File: src/rtl/rbpc_pkg.sv
// Purpose: Shared constants for the reset and bitstream pin control block.
// Assumes: sys_clk at 50 MHz; AXI4-Lite register bus with 32-bit data.
// Notes: Times are kept in ns and turned into cycle counts here.
package rbpc_pkg;
  localparam int CLK_PERIOD_NS = 20;
  // Half of a digital master clock period; the pulse width rounds up.
  localparam int DIGITAL_MASTER_CLOCK_HALF_NS = 125;
  localparam int DIGITAL_MASTER_CLOCK_HALF_CYC = (DIGITAL_MASTER_CLOCK_HALF_NS + CLK_PERIOD_NS - 1) / CLK_PERIOD_NS;
  // Longest gap between master clock edges before the clock is taken as idle.
  localparam int MCLK_IDLE_NS = 2000;
  localparam int MCLK_IDLE_CYC = (MCLK_IDLE_NS / CLK_PERIOD_NS < 1) ? 1 : MCLK_IDLE_NS / CLK_PERIOD_NS;
  // Settling time of the input structure when the master clock was idle in reset.
  localparam int STARTUP_NS = 10000;
  localparam int STARTUP_CYC = (STARTUP_NS + CLK_PERIOD_NS - 1) / CLK_PERIOD_NS;
  localparam int CNT_W = 10;
  localparam int DR_CNT_W = 8;
  localparam int FIFO_WIDTH = 2;
  localparam int FIFO_DEPTH = 8;
  localparam int FIFO_CNT_W = 4;
  localparam int AXI_AW = 4;
  localparam logic [AXI_AW-1:0] ADDR_CTRL = 4'h0;
  localparam logic [AXI_AW-1:0] ADDR_STATUS = 4'h4;
  localparam int CTRL_EN_BIT = 0;
  localparam int CTRL_EXTREF_BIT = 1;
  localparam logic CTRL_EN_RST = 1'h0;
  localparam logic CTRL_EXTREF_RST = 1'h0;
  localparam int ST_MODE_BIT = 0;
  localparam int ST_STRAP_BIT = 1;
  localparam int ST_RESET_BIT = 2;
  localparam int ST_MCLK_BIT = 3;
  localparam int ST_OPER_BIT = 4;
  localparam int ST_FIFO_LSB = 8;
  localparam logic [1:0] RESP_OKAY = 2'h0;
  localparam logic [1:0] RESP_SLVERR = 2'h2;
endpackage

File: src/rtl/rbpc_fifo.sv
// Purpose: Small flop-based FIFO with valid and ready on both sides.
// Assumes: One clock; arst_n asserts asynchronously, srst_n acts on the clock.
// Notes: A push and a pop in the same cycle are both taken when neither empty nor full.
`timescale 1ns/1ps
module rbpc_fifo #(
  parameter int WIDTH = 2,
  parameter int DEPTH = 8,
  parameter int CNT_W = 4
) (
  // Clock and resets.
  input wire logic clk,
  input wire logic arst_n,
  input wire logic srst_n,
  // Fill side.
  input wire logic in_valid,
  input wire logic [WIDTH-1:0] in_data,
  output logic in_ready,
  // Drain side.
  output logic out_valid,
  output logic [WIDTH-1:0] out_data,
  input wire logic out_ready,
  // Fill level.
  output logic [CNT_W-1:0] level
);
  localparam int PW = $clog2(DEPTH);
  logic [WIDTH-1:0] mem_r [DEPTH];
  logic [PW-1:0] wr_ptr_r;
  logic [PW-1:0] rd_ptr_r;
  logic [CNT_W-1:0] cnt_r;
  logic push;
  logic pop;

  assign in_ready = (cnt_r != CNT_W'(DEPTH));
  assign out_valid = (cnt_r != '0);
  assign out_data = mem_r[rd_ptr_r];
  assign level = cnt_r;
  assign push = in_valid & in_ready;
  assign pop = out_valid & out_ready;

  always_ff @(posedge clk) begin
    if (push) begin
      mem_r[wr_ptr_r] <= in_data;
    end
  end

  always_ff @(posedge clk or negedge arst_n) begin
    if (!arst_n) begin
      wr_ptr_r <= '0;
      rd_ptr_r <= '0;
      cnt_r <= '0;
    end else if (!srst_n) begin
      wr_ptr_r <= '0;
      rd_ptr_r <= '0;
      cnt_r <= '0;
    end else begin
      if (push) begin
        wr_ptr_r <= PW'(wr_ptr_r + 1'b1);
      end
      if (pop) begin
        rd_ptr_r <= PW'(rd_ptr_r + 1'b1);
      end
      if (push && !pop) begin
        cnt_r <= CNT_W'(cnt_r + 1'b1);
      end else if (pop && !push) begin
        cnt_r <= CNT_W'(cnt_r - 1'b1);
      end
    end
  end
endmodule

File: src/rtl/rbpc_top.sv
// Purpose: Reset pin, interface mode, strap and modulator output pin control.
// Assumes: Pins are asynchronous to sys_clk; conv_done, watchdog_reset and the
//   modulator stream come from logic on sys_clk.
// Notes: Software reaches the control and status words over AXI4-Lite.
// Behaviour
// - In serial mode a low reset pin puts the whole block in reset with all registers at default; bus, mode and strap registers here reset on rst_b only.
// - While the reset pin is low the serial interface takes no transaction.
// - In reset the core clock is gated and only the input structure runs, and only with a live master clock.
// - The state held during pin reset is the same as after power-on reset.
// - Converters stay biased in reset and run at once on release if the master clock ran meanwhile.
// - In 2-wire mode the reset pin is the low oversampling strap, caught on entry and at each watchdog reset.
// - Reference select at 1 turns the internal reference off, at 0 turns it on and onto the reference pin.
// - Both bitstream pins float while the output enable bit is low.
// - When enabled, channel 0 and channel 1 bitstreams drive the two pins, updated at the analog clock rate.
// - While bitstream outputs are enabled the conversion-ready output is held inactive.
// - In 2-wire mode both bitstream pins float whatever the enable bit says.
// - The mode pin is caught after power-on, master and watchdog reset; high means 2-wire mode.
// - With bitstreams off, each finished conversion gives a low pulse half a digital clock period wide.
//
// Added by the designer: the address map and the AXI4-Lite interface to the registers.
`timescale 1ns/1ps
module rbpc_top (
  // Clock and system reset.
  input wire logic sys_clk,
  input wire logic rst_b,
  // Pins.
  input wire logic reset_oversampling_select_low_strap_pin,
  input wire logic mode_pin,
  input wire logic analog_master_clock,
  output logic bitstream_out_ch0,
  output logic bitstream_out_ch0_oe,
  output logic bitstream_out_ch1,
  output logic bitstream_out_ch1_oe,
  output logic conversion_ready_out,
  output logic conversion_ready_oe,
  // Core events and modulator stream.
  input wire logic watchdog_reset,
  input wire logic conv_done,
  input wire logic mod_valid,
  input wire logic [rbpc_pkg::FIFO_WIDTH-1:0] mod_data,
  output logic mod_ready,
  // Core controls and status.
  output logic core_clk_en,
  output logic input_clk_en,
  output logic adc_bias_en,
  output logic conv_operational,
  output logic serial_if_enable,
  output logic two_wire_mode,
  output logic oversampling_select_low_strap,
  output logic internal_ref_en,
  output logic ref_pin_switch,
  // AXI4-Lite write channels.
  input wire logic [rbpc_pkg::AXI_AW-1:0] s_axi_awaddr,
  input wire logic s_axi_awvalid,
  output logic s_axi_awready,
  input wire logic [31:0] s_axi_wdata,
  input wire logic [3:0] s_axi_wstrb,
  input wire logic s_axi_wvalid,
  output logic s_axi_wready,
  output logic [1:0] s_axi_bresp,
  output logic s_axi_bvalid,
  input wire logic s_axi_bready,
  // AXI4-Lite read channels.
  input wire logic [rbpc_pkg::AXI_AW-1:0] s_axi_araddr,
  input wire logic s_axi_arvalid,
  output logic s_axi_arready,
  output logic [31:0] s_axi_rdata,
  output logic [1:0] s_axi_rresp,
  output logic s_axi_rvalid,
  input wire logic s_axi_rready
);
  logic pin_s1_r, pin_s2_r, mode_s1_r, mode_s2_r, am_s1_r, am_s2_r, am_s3_r;
  logic rs1_r, rs2_r, core_prev_r, por_done_r, mode_2w_r, strap_r;
  logic mclk_active_r, en_r, extref_r, bs0_r, bs1_r, dr_n_r;
  logic [rbpc_pkg::CNT_W-1:0] idle_cnt_r, su_cnt_r;
  logic [rbpc_pkg::DR_CNT_W-1:0] dr_cnt_r, dr_low_len_r;
  logic aw_got_r, w_got_r, bvalid_r, rvalid_r;
  logic [rbpc_pkg::AXI_AW-1:0] awaddr_r;
  logic [31:0] wdata_r, rdata_r;
  logic [3:0] wstrb_r;
  logic [1:0] bresp_r, rresp_r;
  logic hard_arst_n, core_arst_n, in_reset, am_rise, mode_sample, enter_2w, wr_do, rd_do;
  logic drive_en, fifo_ovalid, fifo_oready;
  logic [rbpc_pkg::FIFO_WIDTH-1:0] fifo_odata;
  logic [rbpc_pkg::FIFO_CNT_W-1:0] fifo_level;

  function automatic logic is_mapped(input logic [rbpc_pkg::AXI_AW-1:0] a);
    is_mapped = (a == rbpc_pkg::ADDR_CTRL) || (a == rbpc_pkg::ADDR_STATUS);
  endfunction

  // Pins pass two flops before logic reads them; only hard_arst_n takes the raw reset pin.
  always_ff @(posedge sys_clk) begin
    pin_s1_r <= reset_oversampling_select_low_strap_pin;
    pin_s2_r <= pin_s1_r;
    mode_s1_r <= mode_pin;
    mode_s2_r <= mode_s1_r;
    am_s1_r <= analog_master_clock;
    am_s2_r <= am_s1_r;
    am_s3_r <= am_s2_r;
  end
  assign am_rise = am_s2_r & ~am_s3_r;

  // The raw pin acts as a reset only in serial mode; in 2-wire mode it is a strap.
  assign hard_arst_n = reset_oversampling_select_low_strap_pin | mode_2w_r;
  always_ff @(posedge sys_clk or negedge hard_arst_n) begin
    if (!hard_arst_n) begin
      rs1_r <= 1'b0;
      rs2_r <= 1'b0;
    end else begin
      rs1_r <= 1'b1;
      rs2_r <= rs1_r;
    end
  end
  assign core_arst_n = rs2_r;
  assign in_reset = ~core_arst_n;

  // Mode is caught after power-on release, master reset release and watchdog reset.
  always_ff @(posedge sys_clk) begin
    if (!rst_b) begin
      core_prev_r <= 1'b0;
      por_done_r <= 1'b0;
    end else begin
      core_prev_r <= core_arst_n;
      por_done_r <= 1'b1;
    end
  end
  assign mode_sample = ~por_done_r | (core_arst_n & ~core_prev_r) | watchdog_reset;
  assign enter_2w = mode_sample & mode_s2_r & ~mode_2w_r;

  always_ff @(posedge sys_clk) begin
    if (!rst_b) begin
      mode_2w_r <= 1'b0;
    end else if (mode_sample) begin
      mode_2w_r <= mode_s2_r;
    end
  end

  always_ff @(posedge sys_clk) begin
    if (!rst_b) begin
      strap_r <= 1'b0;
    end else if (enter_2w || (watchdog_reset && mode_s2_r)) begin
      strap_r <= pin_s2_r;
    end
  end

  // Master clock activity keeps being watched through reset.
  always_ff @(posedge sys_clk) begin
    if (!rst_b) begin
      idle_cnt_r <= '0;
      mclk_active_r <= 1'b0;
    end else if (am_rise) begin
      idle_cnt_r <= '0;
      mclk_active_r <= 1'b1;
    end else if (idle_cnt_r == rbpc_pkg::CNT_W'(rbpc_pkg::MCLK_IDLE_CYC - 1)) begin
      mclk_active_r <= 1'b0;
    end else begin
      idle_cnt_r <= rbpc_pkg::CNT_W'(idle_cnt_r + 1'b1);
    end
  end

  // A live master clock during reset leaves nothing to settle after release.
  always_ff @(posedge sys_clk) begin
    if (!rst_b) begin
      su_cnt_r <= rbpc_pkg::CNT_W'(rbpc_pkg::STARTUP_CYC);
    end else if (in_reset) begin
      su_cnt_r <= mclk_active_r ? '0 : rbpc_pkg::CNT_W'(rbpc_pkg::STARTUP_CYC);
    end else if (su_cnt_r != '0) begin
      su_cnt_r <= rbpc_pkg::CNT_W'(su_cnt_r - 1'b1);
    end
  end

  assign core_clk_en = ~in_reset;
  assign input_clk_en = mclk_active_r;
  assign adc_bias_en = 1'b1;
  assign conv_operational = core_arst_n & (su_cnt_r == '0);
  assign serial_if_enable = core_arst_n;
  assign two_wire_mode = mode_2w_r;
  assign oversampling_select_low_strap = strap_r;

  // Control word shares its defaults between pin reset and power-on reset.
  always_ff @(posedge sys_clk or negedge core_arst_n) begin
    if (!core_arst_n) begin
      en_r <= rbpc_pkg::CTRL_EN_RST;
      extref_r <= rbpc_pkg::CTRL_EXTREF_RST;
    end else if (!rst_b) begin
      en_r <= rbpc_pkg::CTRL_EN_RST;
      extref_r <= rbpc_pkg::CTRL_EXTREF_RST;
    end else if (wr_do && awaddr_r == rbpc_pkg::ADDR_CTRL && wstrb_r[0]) begin
      en_r <= wdata_r[rbpc_pkg::CTRL_EN_BIT];
      extref_r <= wdata_r[rbpc_pkg::CTRL_EXTREF_BIT];
    end
  end
  assign internal_ref_en = ~extref_r;
  assign ref_pin_switch = ~extref_r;

  // Bus handshakes run on the system reset so a held pin reset cannot hang a master.
  assign s_axi_awready = ~aw_got_r & ~bvalid_r;
  assign s_axi_wready = ~w_got_r & ~bvalid_r;
  assign wr_do = aw_got_r & w_got_r & ~bvalid_r & core_arst_n;
  always_ff @(posedge sys_clk) begin
    if (!rst_b) begin
      aw_got_r <= 1'b0;
      w_got_r <= 1'b0;
      bvalid_r <= 1'b0;
      bresp_r <= rbpc_pkg::RESP_OKAY;
      awaddr_r <= '0;
      wdata_r <= '0;
      wstrb_r <= '0;
    end else begin
      if (s_axi_awvalid && s_axi_awready) begin
        aw_got_r <= 1'b1;
        awaddr_r <= s_axi_awaddr;
      end
      if (s_axi_wvalid && s_axi_wready) begin
        w_got_r <= 1'b1;
        wdata_r <= s_axi_wdata;
        wstrb_r <= s_axi_wstrb;
      end
      if (aw_got_r && w_got_r && !bvalid_r) begin
        aw_got_r <= 1'b0;
        w_got_r <= 1'b0;
        bvalid_r <= 1'b1;
        bresp_r <= (in_reset || !is_mapped(awaddr_r)) ? rbpc_pkg::RESP_SLVERR : rbpc_pkg::RESP_OKAY;
      end else if (bvalid_r && s_axi_bready) begin
        bvalid_r <= 1'b0;
      end
    end
  end
  assign s_axi_bvalid = bvalid_r;
  assign s_axi_bresp = bresp_r;

  assign s_axi_arready = ~rvalid_r;
  assign rd_do = s_axi_arvalid & ~rvalid_r;
  always_ff @(posedge sys_clk) begin
    if (!rst_b) begin
      rvalid_r <= 1'b0;
      rdata_r <= '0;
      rresp_r <= rbpc_pkg::RESP_OKAY;
    end else if (rd_do) begin
      rvalid_r <= 1'b1;
      rdata_r <= '0;
      rresp_r <= rbpc_pkg::RESP_OKAY;
      if (in_reset || !is_mapped(s_axi_araddr)) begin
        rresp_r <= rbpc_pkg::RESP_SLVERR;
      end else if (s_axi_araddr == rbpc_pkg::ADDR_CTRL) begin
        rdata_r[rbpc_pkg::CTRL_EN_BIT] <= en_r;
        rdata_r[rbpc_pkg::CTRL_EXTREF_BIT] <= extref_r;
      end else begin
        rdata_r[rbpc_pkg::ST_MODE_BIT] <= mode_2w_r;
        rdata_r[rbpc_pkg::ST_STRAP_BIT] <= strap_r;
        rdata_r[rbpc_pkg::ST_RESET_BIT] <= in_reset;
        rdata_r[rbpc_pkg::ST_MCLK_BIT] <= mclk_active_r;
        rdata_r[rbpc_pkg::ST_OPER_BIT] <= conv_operational;
        rdata_r[rbpc_pkg::ST_FIFO_LSB +: rbpc_pkg::FIFO_CNT_W] <= fifo_level;
      end
    end else if (rvalid_r && s_axi_rready) begin
      rvalid_r <= 1'b0;
    end
  end
  assign s_axi_rvalid = rvalid_r;
  assign s_axi_rdata = rdata_r;
  assign s_axi_rresp = rresp_r;

  // Bitstream pairs wait here for the next analog clock edge; a full FIFO stalls the source.
  assign drive_en = en_r & ~mode_2w_r;
  assign fifo_oready = am_rise | ~drive_en;
  rbpc_fifo #(
    .WIDTH(rbpc_pkg::FIFO_WIDTH),
    .DEPTH(rbpc_pkg::FIFO_DEPTH),
    .CNT_W(rbpc_pkg::FIFO_CNT_W)
  ) u_fifo (
    .clk(sys_clk),
    .arst_n(core_arst_n),
    .srst_n(rst_b),
    .in_valid(mod_valid),
    .in_data(mod_data),
    .in_ready(mod_ready),
    .out_valid(fifo_ovalid),
    .out_data(fifo_odata),
    .out_ready(fifo_oready),
    .level(fifo_level)
  );

  always_ff @(posedge sys_clk or negedge core_arst_n) begin
    if (!core_arst_n) begin
      bs0_r <= 1'b0;
      bs1_r <= 1'b0;
    end else if (!rst_b) begin
      bs0_r <= 1'b0;
      bs1_r <= 1'b0;
    end else if (am_rise && fifo_ovalid && drive_en) begin
      bs0_r <= fifo_odata[0];
      bs1_r <= fifo_odata[1];
    end
  end
  assign bitstream_out_ch0 = bs0_r;
  assign bitstream_out_ch1 = bs1_r;
  assign bitstream_out_ch0_oe = drive_en;
  assign bitstream_out_ch1_oe = drive_en;

  // Conversion-ready pulse; enabling the bitstreams cuts it short.
  always_ff @(posedge sys_clk or negedge core_arst_n) begin
    if (!core_arst_n) begin
      dr_n_r <= 1'b1;
      dr_cnt_r <= '0;
    end else if (!rst_b || en_r) begin
      dr_n_r <= 1'b1;
      dr_cnt_r <= '0;
    end else if (conv_done) begin
      dr_n_r <= 1'b0;
      dr_cnt_r <= rbpc_pkg::DR_CNT_W'(rbpc_pkg::DIGITAL_MASTER_CLOCK_HALF_CYC - 1);
    end else if (!dr_n_r) begin
      if (dr_cnt_r == '0) begin
        dr_n_r <= 1'b1;
      end else begin
        dr_cnt_r <= rbpc_pkg::DR_CNT_W'(dr_cnt_r - 1'b1);
      end
    end
  end
  assign conversion_ready_out = dr_n_r | en_r;
  assign conversion_ready_oe = ~mode_2w_r;

  always_ff @(posedge sys_clk) begin
    if (dr_n_r) begin
      dr_low_len_r <= '0;
    end else begin
      dr_low_len_r <= rbpc_pkg::DR_CNT_W'(dr_low_len_r + 1'b1);
    end
  end

  rst_defaults_a: assert property (@(posedge sys_clk) disable iff (!rst_b)
    in_reset |-> !bitstream_out_ch0_oe && internal_ref_en && conversion_ready_out) else $error("pin reset lost defaults");
  por_same_a: assert property (@(posedge sys_clk)
    $past(!rst_b) |-> !en_r && !extref_r) else $error("power-on state differs");
  bus_ignore_a: assert property (@(posedge sys_clk) disable iff (!rst_b)
    $rose(bvalid_r) && $past(in_reset) |-> bresp_r == rbpc_pkg::RESP_SLVERR && $stable(en_r))
    else $error("write taken in reset");
  clk_gate_a: assert property (@(posedge sys_clk) disable iff (!rst_b)
    in_reset |-> !core_clk_en && !serial_if_enable && input_clk_en == mclk_active_r) else $error("clock gating wrong");
  fast_start_a: assert property (@(posedge sys_clk) disable iff (!rst_b)
    $rose(core_arst_n) && $past(mclk_active_r) |-> conv_operational && adc_bias_en) else $error("start-up delay");
  strap_catch_a: assert property (@(posedge sys_clk) disable iff (!rst_b)
    $rose(mode_2w_r) |-> strap_r == $past(pin_s2_r)) else $error("strap not caught");
  ref_select_a: assert property (@(posedge sys_clk) disable iff (!rst_b)
    wr_do && awaddr_r == rbpc_pkg::ADDR_CTRL && wstrb_r[0]
    |=> internal_ref_en == !$past(wdata_r[rbpc_pkg::CTRL_EXTREF_BIT]) && ref_pin_switch == internal_ref_en)
    else $error("reference select wrong");
  pin_float_a: assert property (@(posedge sys_clk) disable iff (!rst_b)
    !en_r |-> !bitstream_out_ch0_oe && !bitstream_out_ch1_oe) else $error("bitstream pin driven");
  two_wire_float_a: assert property (@(posedge sys_clk) disable iff (!rst_b)
    mode_2w_r && en_r |-> !bitstream_out_ch0_oe && !bitstream_out_ch1_oe) else $error("driven in 2-wire");
  bs_update_a: assert property (@(posedge sys_clk) disable iff (!rst_b || in_reset)
    am_rise && fifo_ovalid && drive_en |=> bs0_r == $past(fifo_odata[0]) && bs1_r == $past(fifo_odata[1]))
    else $error("bitstream not updated");
  dr_quiet_a: assert property (@(posedge sys_clk) disable iff (!rst_b)
    en_r |-> conversion_ready_out) else $error("ready not suppressed");
  dr_width_a: assert property (@(posedge sys_clk) disable iff (!rst_b || in_reset)
    $rose(dr_n_r) && !$past(en_r) && !$past(conv_done)
    |-> dr_low_len_r == rbpc_pkg::DR_CNT_W'(rbpc_pkg::DIGITAL_MASTER_CLOCK_HALF_CYC)) else $error("ready pulse width");
  mode_catch_a: assert property (@(posedge sys_clk) disable iff (!rst_b)
    $rose(core_arst_n) |=> mode_2w_r == $past(mode_s2_r)) else $error("mode not caught");
  sync_release_a: assert property (@(posedge sys_clk) disable iff (!rst_b)
    !$past(hard_arst_n) |-> in_reset) else $error("release not in step");

  enter_2w_c: cover property (@(posedge sys_clk) disable iff (!rst_b) $rose(mode_2w_r));
  dr_pulse_c: cover property (@(posedge sys_clk) disable iff (!rst_b) $rose(dr_n_r));
  bs_drive_c: cover property (@(posedge sys_clk) disable iff (!rst_b) am_rise && fifo_ovalid && drive_en);
  fifo_full_c: cover property (@(posedge sys_clk) disable iff (!rst_b) !mod_ready);
endmodule

File: config.mk
export PLATFORM = sky130hd
export DESIGN_NAME = rbpc_top
export DESIGN_NICKNAME = d
export VERILOG_FILES = /design/src/rtl/rbpc_pkg.sv /design/src/rtl/rbpc_fifo.sv /design/src/rtl/rbpc_top.sv
export SDC_FILE = /design/constraint.sdc
export NUM_CORES = 1
export LEC_CHECK = 0
export ABC_AREA = 1
export ABC_CLOCK_PERIOD_IN_PS = 1250
export BUFFER_PORTS_ARGS = -buffer_cell sky130_fd_sc_hd__buf_2
export CAP_MARGIN = 20
export CORE_ASPECT_RATIO = 0.6
export CORE_MARGIN = 2
export CORE_UTILIZATION = 40
export CTS_BUF_LIST = sky130_fd_sc_hd__clkbuf_16
export DETAILED_ROUTE_END_ITERATION = 8
export PLACE_DENSITY = 0.66
export SETUP_SLACK_MARGIN = 0.15
export SLEW_MARGIN = 25
export SYNTH_ARGS = -nofsm -noshare
export SYNTH_HDL_FRONTEND = slang
export SYNTH_SLANG_ARGS = --single-unit
File: constraint.sdc
create_clock -name sys_clk -period 1.25 [get_ports sys_clk]
set_clock_uncertainty 0.1 [all_clocks]
set_input_delay 0 -clock sys_clk [delete_from_list [all_inputs] [get_ports sys_clk]]
set_output_delay 0 -clock sys_clk [all_outputs]
set_load 0.03 [all_outputs]
==> flow_summary.yaml <==
cells_and_area:
  multiInputGateArea_mm2: 0.00259
  n_fill_cell: 764
  layout.area.seq_mm2: 0.00223
  layout.nets: 793
  antennaDiodeCount: 0
  instances_no_fill: 868
  drive_above_1_share_pct: 50.5
  area_delta_synth_final_pct: 61.7
  post-route-util_pct: 66.9
floorplanning:
  core_mm2: 0.0107
  die-area_mm2: 0.0119
  ioPinCount: 116
  initial_util_pct: 41.4
  die-width_um: 140
  dieHeight_um: 85.4
  floorplan.rows: 29
drt:
  initialDrtViolationCount: 213
  first_pass_iters: 4
  drc: 0
  number_of_nets_still_failing_antenna_checks_after_routing: 0
  sum_of_routed_wire_length_over_all_layers_mm: 13.1
  route.detailed.wl_per_inst_um: 15.1
  routed-via-count: 4202
  avgViaCountPerCell: 4.84
timing:
  timing.final.max_slew_violations: 0
  hold_viol_final: 4
  layout_worst_path_cycle_share_pct: 142
  worst_slack_ns: -0.520
  fmaxAchievable_ghz: 0.565
  hold-worst-slack_ns: -0.0424
  fin_setup_tns_ns: -13.72
  grt_setup_unrepaired: "yes"
  setup_viol: 70
  min_period_ns: 1.77
worst_setup_path:
  timing.critical_path.cells: "nor2_4 -> buf_6 -> a21oi_4 -> nand2_4 -> ha_4 -> a21o_1 -> a21oi_1 -> nand3_1 -> nand3_1 -> nand2_1"
  critical_path_type: "reg2reg"
  critical_path.slowest_cell: "dfrtp_1"
  critical_path.max_stage_delay_ns: 0.41
  critPathMostFrequentCell: "nand3_1"
  top_fanout_value_on_the_critical_path: 4
  timing.critical_path.to_type: "flip-flop"
  critical_path.top_delay_family: "compound AO/OA/AOI/OAI gates"
  critPathBufInv: 1
  critical_path_arrival_ns: 1.90
  required_ns: 1.38
  critical_path.startpoint_type: "flip-flop"
place:
  place_inst: 782
  port_buffers: 56
  gp_congestion: 0.865
  post-dp-hpwl_mm: 8.11
grt:
  grt_pass1_vias: 4129
  global_route.usage.total_pct: 21.2
  grt_max_degree: 18
  grt_first_pass_wirelength_mm: 19.8
  grt_overflow: 0
  grt_antenna_before_repair: 0
synthesis:
  avgSynthCellArea_um2: 8.35
  synth_cell_types: 41
  yosys.area.top_type: "dfxtp_1"
  synth.top_cells.by_area: "dfxtp_1 24%, dfrtp_1 14%, edfxtp_1 11%"
  ys_warn_count: 0
  yosys_most_used_dff: "dfxtp_1"
  synth_enable_flop_cells: 16
  ys_ff_latch: 95
  synthesis.area_mm2: 0.00442
  synth_cells: 529
  postSynth.asyncResetShare_pct: 26.3
  synth-seq-area-share_pct: 49.6
  synth_top_area_share_pct: 24.5
power_and_ir_drop:
  irDropWorstVdd_uv: 1030
  p_leak_uw: 0.00321
  p_per_area_mw_per_mm2: 1370
cts:
  clock_tree_from_tritoncts: "done"
  numClockSinks: 95
  clock_latency_ns: 0.34
  cts_made_buffers: 9
  cts.clk_slew.worst_paths_ns: 0.07
  clk_path_buf_depth: 2
  post_cts_hold_buffer_count: 22
  cts_root_buf: "clkbuf_16"
  htree_levels: 3
min_path:
  hp-class: "in2reg"
status:
  violated_checks: "negative hold slack, negative setup slack"
  outcome: "finished with violations"
run:
  maxCapViolations: 0
[stage by stage]
stage	setup WS, ns	cell area, um^2	total power (uW)
2_1_floorplan	-0.600	4770	5430
3_3_place_gp	-0.453	5500	6260
3_5_place_dp	-0.503	5500	6350
4_1_cts	-0.490	6710	9440
5_1_grt	-0.603	7140	10300
6_report	-0.520	7140	9790
[synthesized netlist by cell type (4+ instances only)]
cell type	count
ha_1	9
nor2_1	76
dfrtp_1	24
nor2_4	5
inv_1	55
nand4_1	6
edfxtp_1	16
xor2_1	10
dfxtp_1	54
nand3_1	30
buf_4	29
nand2_1	84
nor3_1	10
inv_2	4
o21ai_0	41
o211ai_1	7
a21oi_1	26
[final cells by class]
cell class	count	share of cell area, %
clock inverters	7	0.473
well taps	139	2.44
repair buffers	194	22.7
flip-flops and latches	95	31.2
inverters	60	3.77
multi-input cells	364	36.3
clock buffers	9	3.15
[cell usage in the layout (no fill, tap or decap), drive strengths merged, types with 10 or more instances in the layout]
master / n
dlygate4sd3: 22
inv: 62
nor3: 10
o21ai: 45
a21oi: 28
edfxtp: 16
xor2: 10
nand2: 90
nor2: 84
conb: 27
buf: 172
dfxtp: 54
nand3: 31
dfrtp: 24
[routing by layer]
metal  track usage [%]  wire length [um]  vias to the layer above
met3              4.97               766                       16
met1              27.7              5760                     2002
li1                  -                 -                     2054
met2              35.7              6410                      130
met5                 0                 0                        -
met4              5.64               172                        0
[worst min-delay path, cell delays in order]
cell	delay, ns
buf_2	0.10
nand2_4	0.11
nand2_1	0.08
a21oi_1	0.06
[logic make-up (layout without fill, tap and decap cells)]
logic type / Yosys count / count (layout) / share of synthesized area [%]
AND/OR/NAND/NOR: 227 / 227 / 23.0
flip-flops: 95 / 95 / 49.6
buffers and inverters: 95 / 270 / 10.6
AO/OA/AOI/OAI: 87 / 87 / 11.1
XOR/XNOR: 13 / 13 / 2.58
adder cells (fa/ha/maj): 10 / 10 / 3.00
other: 2 / 27 / 0.170
[flip-flops by register name, summed over array words and instances, names as in the netlist, 2 cells and up]
name,count
u_fifo.rd_ptr_r,3
su_cnt_r,10
s_axi_rdata,9
u_fifo.level,4
u_fifo.mem_r,16
awaddr_r,4
u_fifo.wr_ptr_r,3
dr_cnt_r,8
idle_cnt_r,10
wdata_r,2
[power breakdown]
| part | internal, uW | switching (uW) |
|---|---|---|
| logic | 1680 | 1980 |
| clock network | 1320 | 1160 |
| registers | 3380 | 264 |
| total | 6380 | 3410 |
[final timing paths]
kind / cells after the start / startpoint / to / slack [ns]
min in group asynchronous: 2 / two_wire_mode / core_clk_en / 0.18
min reg2reg: 2 / two_wire_mode / core_clk_en / 0.18
max in group asynchronous: 5 / core_clk_en / u_fifo.rd_ptr_r[2] / 0.19
max reg2reg: 10 / u_fifo.level[1] / u_fifo.level[3] / -0.52
min: 4 / s_axi_arvalid / s_axi_rdata[4] / -0.04
max: 10 / u_fifo.level[1] / u_fifo.level[3] / -0.52
[what timing repair did]
item,4_1_cts,5_1_grt
gates resized for setup,147,99
endpoints found under the setup margin,88,92
setup buffers,32,17
pin swaps,65,67
endpoints found under the hold margin,49,4
Note: power is estimated with default switching activity, not from simulation.
